--- config.mk ---
export PLATFORM = sky130hd
export DESIGN_NAME = ppcs_port
export DESIGN_NICKNAME = d
export VERILOG_FILES = /design/src/pkg/ppcs_pkg.sv /design/src/hw/ppcs_sync.sv /design/src/hw/ppcs_port.sv
export SDC_FILE = /design/constraint.sdc
export NUM_CORES = 1
export LEC_CHECK = 0
export BUFFER_PORTS_ARGS = -buffer_cell sky130_fd_sc_hd__buf_2
export CELL_PAD_IN_SITES_DETAIL_PLACEMENT = 0
export CELL_PAD_IN_SITES_GLOBAL_PLACEMENT = 1
export CORE_ASPECT_RATIO = 1.75
export CORE_MARGIN = 2
export CORE_UTILIZATION = 43
export CTS_CLUSTER_DIAMETER = 100
export DETAILED_ROUTE_END_ITERATION = 16
export PLACE_DENSITY = 0.8
export SLEW_MARGIN = 25
export SYNTH_ARGS = -nofsm -noshare
export SYNTH_HDL_FRONTEND = slang
export SYNTH_SLANG_ARGS = --single-unit
--- constraint.sdc ---
create_clock -name CORE_CLK -period 1.3 [get_ports CORE_CLK]
set_input_delay 0.13 -clock CORE_CLK [delete_from_list [all_inputs] [get_ports CORE_CLK]]
set_output_delay 0.13 -clock CORE_CLK [all_outputs]
set_load 0.01 [all_outputs]
--- src/pkg/ppcs_pkg.sv ---
// Constants and types shared by the page port design
package ppcs_pkg;

	localparam int unsigned PPCS_ADDR_W     = 3;
	localparam int unsigned PPCS_PORT_W     = 8;
	localparam int unsigned PPCS_PAGE_W     = 6;

	// Register offsets
	localparam logic [2:0] PPCS_OFS_DATA    = 3'h0;
	localparam logic [2:0] PPCS_OFS_DIR     = 3'h1;
	localparam logic [2:0] PPCS_OFS_PULL    = 3'h2;
	localparam logic [2:0] PPCS_OFS_BUSCTL  = 3'h3;
	localparam logic [2:0] PPCS_OFS_MODE    = 3'h4;

	// Field positions
	localparam int unsigned PPCS_BIT_PULL_EN    = 7;
	localparam int unsigned PPCS_BIT_STRETCH    = 0;
	localparam int unsigned PPCS_BIT_EMU_EN     = 7;
	localparam int unsigned PPCS_BIT_EXPANDED   = 0;
	localparam int unsigned PPCS_BIT_ECS        = 7;
	localparam int unsigned PPCS_BIT_XCS        = 6;

	// Reset values
	localparam logic [7:0] PPCS_RST_DATA    = 8'h00;
	localparam logic [7:0] PPCS_RST_DIR     = 8'h00;
	localparam logic       PPCS_RST_PULL_EN = 1'h0;
	localparam logic       PPCS_RST_STRETCH = 1'h1;
	localparam logic       PPCS_RST_EMU_EN  = 1'h0;
	localparam logic       PPCS_RST_EXPAND  = 1'h0;

	// Timing: bus phase clock period and the chip select gap
	localparam int unsigned PPCS_CORE_PERIOD_NS  = 10;
	localparam int unsigned PPCS_E_PERIOD_NS     = 40;
	localparam int unsigned PPCS_E_PERIOD_CYCLES = PPCS_E_PERIOD_NS / PPCS_CORE_PERIOD_NS;
	localparam int unsigned PPCS_CS_GAP_CYCLES   = PPCS_E_PERIOD_CYCLES / 4;

	// One state per quarter of the bus phase clock
	typedef enum logic [1:0] {
		PPCS_PH_LOW0  = 2'b00,
		PPCS_PH_LOW1  = 2'b01,
		PPCS_PH_HIGH0 = 2'b10,
		PPCS_PH_HIGH1 = 2'b11
	} ppcs_phase_type;

endpackage

--- src/hw/ppcs_sync.sv ---
// Three-stage pin synchroniser with agreement filter
`timescale 1ns/1ns
module ppcs_sync #(
	parameter int unsigned WIDTH = 8
) (
	input  wire logic             CORE_CLK,
	input  wire logic             RST_B,
	input  wire logic [WIDTH-1:0] ASYNC_IN,
	output logic      [WIDTH-1:0] SYNC_OUT
);

	typedef struct packed {
		logic [WIDTH-1:0] stage1;
		logic [WIDTH-1:0] stage2;
		logic [WIDTH-1:0] stage3;
		logic [WIDTH-1:0] level;
	} ppcs_sync_type;

	ppcs_sync_type state;
	ppcs_sync_type next_state;

	always_comb begin
		next_state        = state;
		next_state.stage1 = ASYNC_IN;
		next_state.stage2 = state.stage1;
		next_state.stage3 = state.stage2;
		// Only a change seen twice in a row is taken
		for (int i = 0; i < WIDTH; i++) begin
			if (state.stage2[i] == state.stage3[i]) begin
				next_state.level[i] = state.stage3[i];
			end
		end
	end

	always_ff @(posedge CORE_CLK or negedge RST_B) begin
		if (!RST_B) begin
			state <= '0;
		end else begin
			state <= next_state;
		end
	end

	assign SYNC_OUT = state.level;

endmodule

--- src/hw/ppcs_port.sv ---
// Page port with chip selects: GPIO, page address and chip select outputs
//
// Implementation choices: the address-and-strobe port and the address map.
`timescale 1ns/1ns
module ppcs_port (
	input  wire logic                             CORE_CLK,
	input  wire logic                             RST_B,
	input  wire logic [ppcs_pkg::PPCS_ADDR_W-1:0] ADDR,
	input  wire logic [7:0]                       WDATA,
	input  wire logic                             WR,
	input  wire logic                             RD,
	output logic      [7:0]                       RDATA,
	input  wire logic [ppcs_pkg::PPCS_PORT_W-1:0] PIN_IN,
	output logic      [ppcs_pkg::PPCS_PORT_W-1:0] PIN_OUT,
	output logic      [ppcs_pkg::PPCS_PORT_W-1:0] PIN_OE,
	output logic      [ppcs_pkg::PPCS_PORT_W-1:0] PIN_PULL,
	input  wire logic [ppcs_pkg::PPCS_PAGE_W-1:0] EXPANDED_PAGE_ADDRESS_BITS,
	input  wire logic                             EMULATION_CHIP_SELECT_REQ,
	input  wire logic                             EXTERNAL_CHIP_SELECT_REQ,
	input  wire logic                             STRETCH_REQ,
	output logic                                  BUS_PHASE_CLOCK,
	output logic                                  ECHO_WR,
	output logic                                  ECHO_RD,
	output logic      [ppcs_pkg::PPCS_ADDR_W-1:0] ECHO_ADDR,
	output logic      [7:0]                       ECHO_WDATA
);

	import ppcs_pkg::*;

	////////////////////////////////////////////////////////////////////////////
	// State

	typedef struct packed {
		logic [7:0]             page_port_data;
		logic [7:0]             page_port_direction;
		logic                   page_port_pull_enable;
		logic                   e_stretch_enable;
		logic                   page_emulation_enable;
		logic                   expanded_mode;
		ppcs_phase_type         phase;
		logic                   e_clk;
		logic [7:0]             rdata;
		logic [7:0]             pin_out;
		logic [7:0]             pin_oe;
		logic [7:0]             pin_pull;
		logic                   echo_wr;
		logic                   echo_rd;
		logic [PPCS_ADDR_W-1:0] echo_addr;
		logic [7:0]             echo_wdata;
	} ppcs_state_type;

	ppcs_state_type state;
	ppcs_state_type next_state;

	logic [7:0] pin_level;

	////////////////////////////////////////////////////////////////////////////
	// Pin input synchroniser

	ppcs_sync #(
		.WIDTH(PPCS_PORT_W)
	) u_sync (
		.CORE_CLK(CORE_CLK),
		.RST_B   (RST_B),
		.ASYNC_IN(PIN_IN),
		.SYNC_OUT(pin_level)
	);

	////////////////////////////////////////////////////////////////////////////
	// Next state

	logic       emu_on;
	logic       unmapped;
	logic       hit_data;
	logic       hit_dir;
	logic       stretch_hold;
	logic       cs_gap;
	logic       ecs_level;
	logic       xcs_level;
	logic [7:0] gpio_read;
	logic [7:0] rd_value;

	always_comb begin
		next_state = state;

		emu_on   = state.page_emulation_enable;
		// Direction and data leave the map; the access goes out instead
		unmapped = emu_on && state.expanded_mode;
		hit_data = (ADDR == PPCS_OFS_DATA) && !unmapped;
		hit_dir  = (ADDR == PPCS_OFS_DIR) && !unmapped;

		// Register writes
		if (WR) begin
			if (hit_data) begin
				next_state.page_port_data = WDATA;
			end
			if (hit_dir) begin
				next_state.page_port_direction = WDATA;
			end
			if (ADDR == PPCS_OFS_PULL) begin
				next_state.page_port_pull_enable = WDATA[PPCS_BIT_PULL_EN];
			end
			if (ADDR == PPCS_OFS_BUSCTL) begin
				next_state.e_stretch_enable = WDATA[PPCS_BIT_STRETCH];
			end
			if (ADDR == PPCS_OFS_MODE) begin
				next_state.page_emulation_enable = WDATA[PPCS_BIT_EMU_EN];
				next_state.expanded_mode         = WDATA[PPCS_BIT_EXPANDED];
			end
		end

		// Output pins show the latch, input pins the synchronised level
		gpio_read = (state.page_port_direction & state.page_port_data)
			| (~state.page_port_direction & pin_level);

		rd_value = 8'h00;
		case (ADDR)
			PPCS_OFS_DATA: begin
				if (!unmapped) begin
					rd_value = gpio_read;
				end
			end
			PPCS_OFS_DIR: begin
				if (!unmapped) begin
					rd_value = state.page_port_direction;
				end
			end
			PPCS_OFS_PULL: begin
				rd_value[PPCS_BIT_PULL_EN] = state.page_port_pull_enable;
			end
			PPCS_OFS_BUSCTL: begin
				rd_value[PPCS_BIT_STRETCH] = state.e_stretch_enable;
			end
			PPCS_OFS_MODE: begin
				rd_value[PPCS_BIT_EMU_EN]   = state.page_emulation_enable;
				rd_value[PPCS_BIT_EXPANDED] = state.expanded_mode;
			end
			default: begin
				rd_value = 8'h00;
			end
		endcase
		// Read data stands for exactly one cycle
		next_state.rdata = RD ? rd_value : 8'h00;

		// Echo of unmapped accesses onto the external bus
		next_state.echo_wr    = WR && unmapped
			&& (ADDR == PPCS_OFS_DATA || ADDR == PPCS_OFS_DIR);
		next_state.echo_rd    = RD && unmapped
			&& (ADDR == PPCS_OFS_DATA || ADDR == PPCS_OFS_DIR);
		next_state.echo_addr  = ADDR;
		next_state.echo_wdata = WR ? WDATA : 8'h00;

		////////////////////////////////////////////////////////////////////////
		// Bus phase clock: low two quarters, high two quarters

		// Stretch only acts on an external bus
		stretch_hold = state.e_stretch_enable && state.expanded_mode
			&& STRETCH_REQ;
		case (state.phase)
			PPCS_PH_LOW0: begin
				next_state.phase = PPCS_PH_LOW1;
			end
			PPCS_PH_LOW1: begin
				next_state.phase = PPCS_PH_HIGH0;
			end
			PPCS_PH_HIGH0: begin
				next_state.phase = PPCS_PH_HIGH1;
			end
			PPCS_PH_HIGH1: begin
				if (stretch_hold) begin
					next_state.phase = PPCS_PH_HIGH1;
				end else begin
					next_state.phase = PPCS_PH_LOW0;
				end
			end
			default: begin
				next_state.phase = PPCS_PH_LOW0;
			end
		endcase
		next_state.e_clk = (next_state.phase == PPCS_PH_HIGH0)
			|| (next_state.phase == PPCS_PH_HIGH1);

		////////////////////////////////////////////////////////////////////////
		// Pin drive

		// First quarter after E falls, unless STRETCH_REQ is high while stretch is disabled
		cs_gap = (next_state.phase == PPCS_PH_LOW0)
			&& !(STRETCH_REQ && !state.e_stretch_enable);
		// Selects are active low; the gap forces the idle high level
		ecs_level = !EMULATION_CHIP_SELECT_REQ || cs_gap;
		xcs_level = !EXTERNAL_CHIP_SELECT_REQ || cs_gap;

		if (emu_on) begin
			next_state.pin_out[PPCS_BIT_ECS] = ecs_level;
			next_state.pin_out[PPCS_BIT_XCS] = xcs_level;
			next_state.pin_out[PPCS_PAGE_W-1:0] = EXPANDED_PAGE_ADDRESS_BITS;
			next_state.pin_oe = 8'hFF;
		end else begin
			// Every pin is general purpose, direction decides
			next_state.pin_out = state.page_port_data;
			next_state.pin_oe  = state.page_port_direction;
		end

		// Pulls only on pins that are inputs
		next_state.pin_pull = state.page_port_pull_enable
			? ~next_state.pin_oe : 8'h00;
	end

	////////////////////////////////////////////////////////////////////////////
	// Registers

	always_ff @(posedge CORE_CLK or negedge RST_B) begin
		if (!RST_B) begin
			state.page_port_data        <= PPCS_RST_DATA;
			state.page_port_direction   <= PPCS_RST_DIR;
			state.page_port_pull_enable <= PPCS_RST_PULL_EN;
			// Stretch on so a slow external reset vector still works
			state.e_stretch_enable      <= PPCS_RST_STRETCH;
			state.page_emulation_enable <= PPCS_RST_EMU_EN;
			state.expanded_mode         <= PPCS_RST_EXPAND;
			state.phase                 <= PPCS_PH_LOW0;
			state.e_clk                 <= 1'h0;
			state.rdata                 <= 8'h00;
			state.pin_out               <= 8'h00;
			state.pin_oe                <= 8'h00;
			state.pin_pull              <= 8'h00;
			state.echo_wr               <= 1'h0;
			state.echo_rd               <= 1'h0;
			state.echo_addr             <= '0;
			state.echo_wdata            <= 8'h00;
		end else begin
			state <= next_state;
		end
	end

	////////////////////////////////////////////////////////////////////////////
	// Outputs

	assign RDATA           = state.rdata;
	assign PIN_OUT         = state.pin_out;
	assign PIN_OE          = state.pin_oe;
	assign PIN_PULL        = state.pin_pull;
	assign BUS_PHASE_CLOCK = state.e_clk;
	assign ECHO_WR         = state.echo_wr;
	assign ECHO_RD         = state.echo_rd;
	assign ECHO_ADDR       = state.echo_addr;
	assign ECHO_WDATA      = state.echo_wdata;

endmodule

* Word level (Yosys, flattened, before mapping) *
Index checks and enable logic that the tools add are counted.

operators by class
  multiply operators = 0
  order comparisons = 0
  reduce and logical (&&, ||, !) cells = 28
  mux-type cells = 11
  equality and inequality tests = 17
  add/subtract/negate cells = 0
  div/mod/pow operators = 0
  bitwise operators = 5
  shift-type cells = 0

operators with widths
  cell                  number
  $mux W8               5
  $and A8 B8 Y8         2
  $mux W16              1
  $not A8 Y8            2
  $pmux W6 S2           1
  $logic_and A1 B1 Y1   11
  $reduce_and A2 Y1     5
  $eq A1 B1 Y1          8
  $eq A2 B2 Y1 const B  4
  $or A8 B8 Y8          1
  $pmux W1 S4           2
  $pmux W2 S4           1
  $eq A3 B2 Y1 const B  2
  $logic_not A1 Y1      5
  $logic_not A2 Y1      2
  $logic_or A1 B1 Y1    4
  $eq A3 B1 Y1 const B  1
  $eq A3 B3 Y1 const B  1
  $logic_not A3 Y1      1
  $eq A2 B1 Y1 const B  1
  $mux W2               1

storage, ports and cells
  output and inout port bits = 46
  memory bits (writable) = 0
  bits in latches = 0
  memories = 0
  word-level logic and storage cells = 88
  bits in read-only memories = 0
  flip-flop bits (word level) = 100

* Depth between registers and ports, before layout *
Gate-level depths: netlist of the first run.

  depth after elaboration = 10
  gate-level depth with buffers = 4
  gate-level depth less buffers = 3

* Modules after synthesis *
Synthesis of the first run repeated with hierarchy kept, for this count alone.

unflattened totals
  cells, all modules = 278
  area total of the unflattened synthesis = 3,798.6 sq um

by module, submodules not included
  module     cells each  instances  area each (sq um)
  ppcs_port  230         1          2,847.7
  ppcs_sync  48          1          950.9

* Least setup slack after synthesis of the first run *
OpenSTA, ideal clock, no wires.

  kind = reg2reg
  start = register state[48] (netlist name)
  end = register state[52] (netlist name)
  data arrival time = 1.001 ns
  stages on the path, launching flop included = 4
  buffers on the path = 0
  data required time = 1.175 ns
  clock period less this slack = 1.126 ns
  slack = 0.174 ns
  setup time = 0.125 ns
  cell sequence = dfrtp_1 > nand2_1 > nand3_2 > mux2_2

on the way
  word-level cells in the longest chain between the ends = 4

ends and longest elaborated chain
  item                                RTL line          RTL
  start: declaration                  ppcs_port.sv:52   ppcs_state_type state;
  start signal: assignment            ppcs_port.sv:232  state <= next_state;
  $logic_and A1 B1 Y1                 ppcs_port.sv:88   unmapped = emu_on && state.expanded_mode;
  $logic_not A1 Y1                    -
  $logic_and A1 B1 Y1                 ppcs_port.sv:90   hit_dir = (ADDR == PPCS_OFS_DIR) && !unmapped;
  $reduce_and A2 Y1 (no source line)  -

No other way between the ends.
A chain may end at the register's enable or synchronous reset.

* Worst setup path after layout of the first run *
  start = register state (netlist bit emu_on)
  end = register state[64] (netlist name)

on the way
  word-level cells in the longest chain between the ends = 4

ends and longest elaborated chain
  item                                RTL line         RTL
  $logic_and A1 B1 Y1                 ppcs_port.sv:88
  $logic_not A1 Y1                    -
  $logic_and A1 B1 Y1                 ppcs_port.sv:89  hit_data = (ADDR == PPCS_OFS_DATA) && !unmapped;
  $reduce_and A2 Y1 (no source line)  -

No other way between the ends.

==> impl_metrics.yaml, run 1 <==
status:
  status: "finished, final reports clean"
min_path:
  hold_class: "primary input to flip-flop"
  hp-start: "EXPANDED_PAGE_ADDRESS_BITS[1]"
global_route:
  busiest_layer: "met2"
  grt_pass1_vias: 1971
  met1_usage_pct: 17.8
  grt_usage_pct: 14.6
  met2_usage_pct: 22.6
  antenna_found_initial: 0
  gr-usage-met3_pct: 4.02
  grt-ovfl-total: 0
  grt_max_degree: 49
  grt_pass1_wl_um: 10000
setup_path:
  rr_startpoint: "emu_on"
  arrival_ns: 1.47
  crit_path_start: "emu_on"
  cp-end-kind: "flip-flop"
  crit_fanout: 8
  r2r_slack_ns: 0.05
  crit_end: "state[64]"
  cp-start-kind: "flip-flop"
  reg2reg_depth: 3
  required_ns: 1.53
  r2r-end: "state[64]"
  crit_type: "flip-flop to flip-flop"
route:
  drt_iter0_drc: 119
  detail_route.first_pass.iterations: 4
  dr_total_vias: 2048
  wl_per_cell_um: 13.8
  finalWirelength_um: 6220
  antenna_left: 0
  viasPerCell: 4.53
  drc_errors: 0
place:
  io_buffers: 77
  gp_congestion: 0.802
  hpwlAfterDp_um: 4460
  pre_cts_slack_ns: -0.0199
timing:
  setup_violations: 0
  whs_ns: 0.0161
  finalCritPeriodShare_pct: 95.8
  fin_skew_ns: 0.00475
  hold_viol: 0
  period_minus_slack_ns: 1.25
  slew_viol_final: 0
  worst_slack_ns: 0.0545
  rsz0062_at_grt: "yes"
  max_freq_mhz: 803
  max_slew_margin_pct: 74.0
  worst_slew_pin_slew_ns: 0.385
clock_tree:
  cts_buffer_depth: 2
  clock_sinks: 99
  clock_latency_ns: 0.34
  cts_buffers: 9
  cts_tree: "done"
  cts_root_buffer: "clkbuf_16"
  cts.htree.levels: 3
  path_clk_slew_ns: 0.06
floorplanning:
  fp.dieW_um: 74.4
  core.rowCount: 45
  die_area_um2: 9460
  core_um2: 8560
  die_h_um: 127
  start_util_pct: 43.6
  io_pins: 78
run:
  maxCapViolCount: 0
synthesis:
  synth.distinct_cells: 33
  synth_area_per_cell_um2: 13.8
  ys_seq_area_share_pct: 66.5
  synth.top_cell.area_share_pct: 65.8
  yosysTopAreaCell: "dfrtp_1"
  synth_cells: 270
  synth_warnings: 0
  ys_ff_latch: 99
  syn_nets: 302
  syn_area_um2: 3730
  synthTopCellsByArea: "dfrtp_1 66%, buf_4 8.7%, mux2_2 7.9%, maj3_1 2.1%, and2_1 1.5%"
layout:
  regArea_um2: 2480
  nets: 362
  multi_input_area_um2: 908
  fillers: 782
  n_antenna_cell: 0
  area_delta_synth_final_pct: 19.4
  drive_gt1_share_pct: 44.5
power:
  vdd_ir_drop_max_mv: 0.735
  p_total_uw: 7650
  leakage_uw: 0.00210
  p_per_area_nw_per_um2: 1720
==> cells in the mapped netlist, drive strengths merged <==
cell type,instances
and3b,1
nand3b,2
nor2,12
dfrtp,98
maj3,8
o21a,2
nand2b,1
a31oi,3
inv,2
dfstp,1
a211oi,1
buf,46
mux2,26
nor4bb,1
or2,8
and2,9
clkbuf,5
and3,1
o21ai,11
nor2b,2
and2b,1
nor3b,2
nor4b,2
or3b,6
nand3,4
a21o,1
nand2,3
a21oi,10
mux2i,1
==> cells in the final DEF (no fill, tap or decap), types with 2 or more instances in the layout <==
cell,instances
clkbuf_1,2
dfrtp_1,98
buf_2,76
clkbuf_8,2
nand3_4,2
nor4b_1,2
or3b_2,6
clkbuf_16,9
or2_2,8
mux2_2,26
buf_4,11
o21a_1,2
maj3_1,8
nor3b_1,2
and2_1,9
inv_1,2
o21ai_0,11
a21oi_1,10
a31oi_1,3
nor2_1,11
dlygate4sd3_1,12
nand3b_1,2
nand3_1,2
nand2_1,3
==> per-stage QoR <==
step | TNS (ns) | instance area, um2 | instances | utilization (%)
final | 0 | 4450 | 452 | 52.0
after global routing | -0.0117 | 4450 | 452 | 52.0
after CTS | 0 | 4430 | 452 | 51.8
after detailed placement | -0.0199 | 4000 | 424 | 46.8
after global placement | 0 | 4000 | 424 | 46.8
after floorplan | 0 | 3730 | 270 | -
==> worst max-delay path, cell delays in order, from the launching register on <==
cell,delay [ns]
dfrtp_1,0.42
nand2_1,0.21
nand3_4,0.19
mux2_2,0.32
==> report_power, final <==
group	internal, uW	switching [uW]	total, uW
Combinational	613	573	1190
Sequential	3550	257	3810
Clock	1600	1060	2660
==> cells by family after synthesis <==
| group | after synthesis | share of synthesized area (%) |
|---|---|---|
| flops | 99 | 66.5 |
| simple gates | 55 | 9.36 |
| buf+inv | 53 | 9.77 |
| compound gates | 28 | 4.13 |
| mux | 27 | 8.12 |
| fa+ha+maj | 8 | 2.15 |
==> layout make-up <==
type | instances | area share, %
flip-flops and latches | 99 | 55.7
multi-input cells | 118 | 20.4
repair buffers | 100 | 13.6
clock buffers | 13 | 5.85
well taps | 117 | 3.29
clock inverters | 3 | 1.04
inverters | 2 | 0.169
==> registers in the layout, summed over array words and instances (netlist names) <==
name               flops
state                 20
u_sync.next_state     16
ECHO_WDATA             8
PIN_OE                 8
PIN_OUT                8
PIN_PULL               8
RDATA                  8
u_sync.SYNC_OUT        8
u_sync.state           8
ECHO_ADDR              3
BUS_PHASE_CLOCK        1
ECHO_RD                1
ECHO_WR                1
emu_on                 1
==> worst min path at each step <==
stage	end	slack, ns	cells past startpoint
2_1_floorplan	BUS_PHASE_CLOCK	-0.17	0
3_3_place_gp	u_sync.next_state[19]	0.08	1
3_5_place_dp	u_sync.next_state[19]	0.09	1
4_1_cts	PIN_OUT[1]	0.005	2
5_1_grt	PIN_OUT[1]	0.007	2
6_report	PIN_OUT[1]	0.02	2
==> what timing repair did <==
action | in CTS | in global routing
pin swaps | 0 | 0
setup buffers | 0 | 0
gates resized for setup | 1 | 3
hold buffers | 12 | 0
hold endpoints to repair | 37 | 0
endpoints found under the setup margin | 4 | 16
==> routing by layer <==
layer | wire [um] | part of all wire, % | vias up
met3 | 256 | 4.1 | 14
met2 | 3300 | 53 | 49
met1 | 2500 | 40 | 992
met4 | 164 | 2.6 | 0
li1 | - | - | 993
met5 | 0 | 0 | -
No activity file was read; power rests on OpenSTA's default activity.
==> run 2: changes to the inputs <==
--- a/config.mk
+++ b/config.mk
@@ -6,6 +6,7 @@
 export NUM_CORES = 1
 export LEC_CHECK = 0
 export BUFFER_PORTS_ARGS = -buffer_cell sky130_fd_sc_hd__buf_2
+export CAP_MARGIN = 20
 export CELL_PAD_IN_SITES_DETAIL_PLACEMENT = 0
 export CELL_PAD_IN_SITES_GLOBAL_PLACEMENT = 1
 export CORE_ASPECT_RATIO = 1.75
@@ -14,6 +15,7 @@
 export CTS_CLUSTER_DIAMETER = 100
 export DETAILED_ROUTE_END_ITERATION = 16
 export PLACE_DENSITY = 0.8
+export REMOVE_ABC_BUFFERS = 1
 export SLEW_MARGIN = 25
 export SYNTH_ARGS = -nofsm -noshare
 export SYNTH_HDL_FRONTEND = slang
==> run 2 against run 1 <==
Net effect:
- routed wire length increased by 14%
- clock skew up 0.00069 ns
- sequential cell count unchanged
- global-route usage is 2.0 points higher
- critical endpoint is now RDATA[4]
- largest power group unchanged
==> impl_metrics.yaml, run 2 (same netlist as run 1, synthesis figures left out) <==
setup_path:
  crit_chain: "a211oi_2, nand2_2, a21oi_1"
  slowest_stage: "dfrtp_1"
  arrival_ns: 1.49
  cp-start-kind: "flip-flop"
  required_ns: 1.56
  crit_type: "flip-flop to flip-flop"
  cpPeakStageDelay_ns: 0.42
  cp-end-kind: "flip-flop"
  crit_fanout: 6
clock_tree:
  cts_buffers: 9
  post_cts_buffers: 0
  cts_root_buffer: "clkbuf_16"
  path_clk_slew_ns: 0.06
  clock_latency_ns: 0.34
  clock_sinks: 99
  cts_tree: "done"
  cts.htree.levels: 3
  cts_buffer_depth: 2
timing:
  period_minus_slack_ns: 1.23
  finalCritPeriodShare_pct: 94.8
  hold_viol: 0
  whs_ns: 0.0180
  fin_skew_ns: 0.00543
  rsz0062_at_grt: "no"
  max_slew_margin_pct: 76.6
  max_freq_mhz: 811
  setup_violations: 0
  slew_viol_final: 0
  worst_slew_pin_slew_ns: 0.351
  fin_setup_tns_ns: 0
run:
  maxCapViolCount: 0
floorplanning:
  fp.dieW_um: 74.4
  io_pins: 78
  core.rowCount: 45
  core_um2: 8560
  die_area_um2: 9460
  start_util_pct: 43.6
  die_h_um: 127
min_path:
  hold_class: "primary input to flip-flop"
global_route:
  grt-ovfl-total: 0
  grt_max_degree: 27
  grt_pass1_vias: 2196
  grt_usage_pct: 16.6
  grt_pass1_wl_um: 11300
  antenna_found_initial: 0
place:
  gp_congestion: 0.838
  io_buffers: 77
  hpwlAfterDp_um: 4990
route:
  antenna_left: 0
  detail_route.first_pass.iterations: 5
  finalWirelength_um: 7120
  drc_errors: 0
  wl_per_cell_um: 15.7
  drt_iter0_drc: 87
  dr_total_vias: 2120
  viasPerCell: 4.67
layout:
  final_common_cell: "dfrtp_1"
  drive_gt1_share_pct: 46.0
  largest_register: "state"
  nets: 364
  layout_common_cells: "98 x dfrtp_1, 76 x buf_2, 26 x mux2_2"
  area_delta_synth_final_pct: 20.8
  largest_reg_flops: 20
  n_antenna_cell: 0
power:
  leakage_uw: 0.00213
  vdd_ir_drop_max_mv: 0.740
  p_per_area_nw_per_um2: 1760
status:
  status: "finished, final reports clean"
==> run 2: cell count changes in the layout (fill, tap and decap cells not counted) <==
cell           delta
nand2_1           -2
dlygate4sd3_1     -1
bufinv_16         +1
buf_4             +2
clkinv_4          -1
nand2_2           +2
buf_12            +1
clkbuf_1          -1
clkinv_2          +1
==> run 2: metal layers <==
layer | GRT usage [%] | routed length [um] | share of wire, %
met1 | 19.7 | 2740 | 39
met2 | 27.2 | 3880 | 55
met5 | 0 | 0 | 0
met4 | 11.2 | 261 | 3.7
met3 | 2.21 | 233 | 3.3
==> run 2: layout make-up <==
| type | instances | area, um2 |
|---|---|---|
| clock buffers | 12 | 256 |
| fillers | 778 | 4060 |
| well taps | 117 | 146 |
| multi-input cells | 118 | 913 |
| repair buffers | 102 | 628 |
| clock inverters | 4 | 72.6 |
| inverters | 2 | 7.51 |
| flip-flops and latches | 99 | 2480 |
==> run 2: report_power, final <==
part	switching [uW]	internal [uW]	leakage [uW]	total [uW]
combinational	601	624	0.000768	1230
sequential	281	3550	0.00120	3830
clock	1080	1790	0.000159	2870
total	1960	5960	0.00213	7920
==> run 2: critical path, delay by kind of cell, from the launching register on <==
family | cells | cell delay, ns
DFF | 1 | 0.42
and+or+nand+nor | 1 | 0.20
AOI/OAI and AO/OA | 2 | 0.53
==> run 2: stage by stage <==
| stage | cell area, um2 | setup slack (ns) | power, uW | utilization [%] | instances |
|---|---|---|---|---|---|
| 3_5_place_dp | 4040 | -0.135 | 5090 | 47.2 | 427 |
| 5_1_grt | 4500 | 0.0248 | 8270 | 52.6 | 454 |
| 2_1_floorplan | 3370 | -0.162 | 4450 | - | 219 |
| 6_report | 4500 | 0.0676 | 7920 | 52.6 | 454 |
| 3_3_place_gp | 4040 | -0.105 | 5040 | 47.2 | 427 |
| 4_1_cts | 4480 | -0.00606 | 8000 | 52.4 | 454 |
==> run 2: timing repair <==
item	CTS	global route
hold buffers	11	0
endpoints found under the hold margin	36	0
endpoints found under the setup margin	6	24
resized for setup	2	4
pin swaps	0	0
==> run 2: worst paths after layout <==
path / from / endpoint / slack [ns] / depth (start not counted)
worst min register to register: u_sync.next_state[16] / u_sync.next_state[8] / 0.35 / 0
worst max register to register: state[48] / RDATA[4] / 0.07 / 3
worst max-delay path: state[48] / RDATA[4] / 0.07 / 3
min in group asynchronous: RST_B / u_sync.next_state[11] / 0.25 / 2
max in group asynchronous: RST_B / state[64] / 0.56 / 3
worst min-delay path: EXPANDED_PAGE_ADDRESS_BITS[3] / PIN_OUT[3] / 0.02 / 2
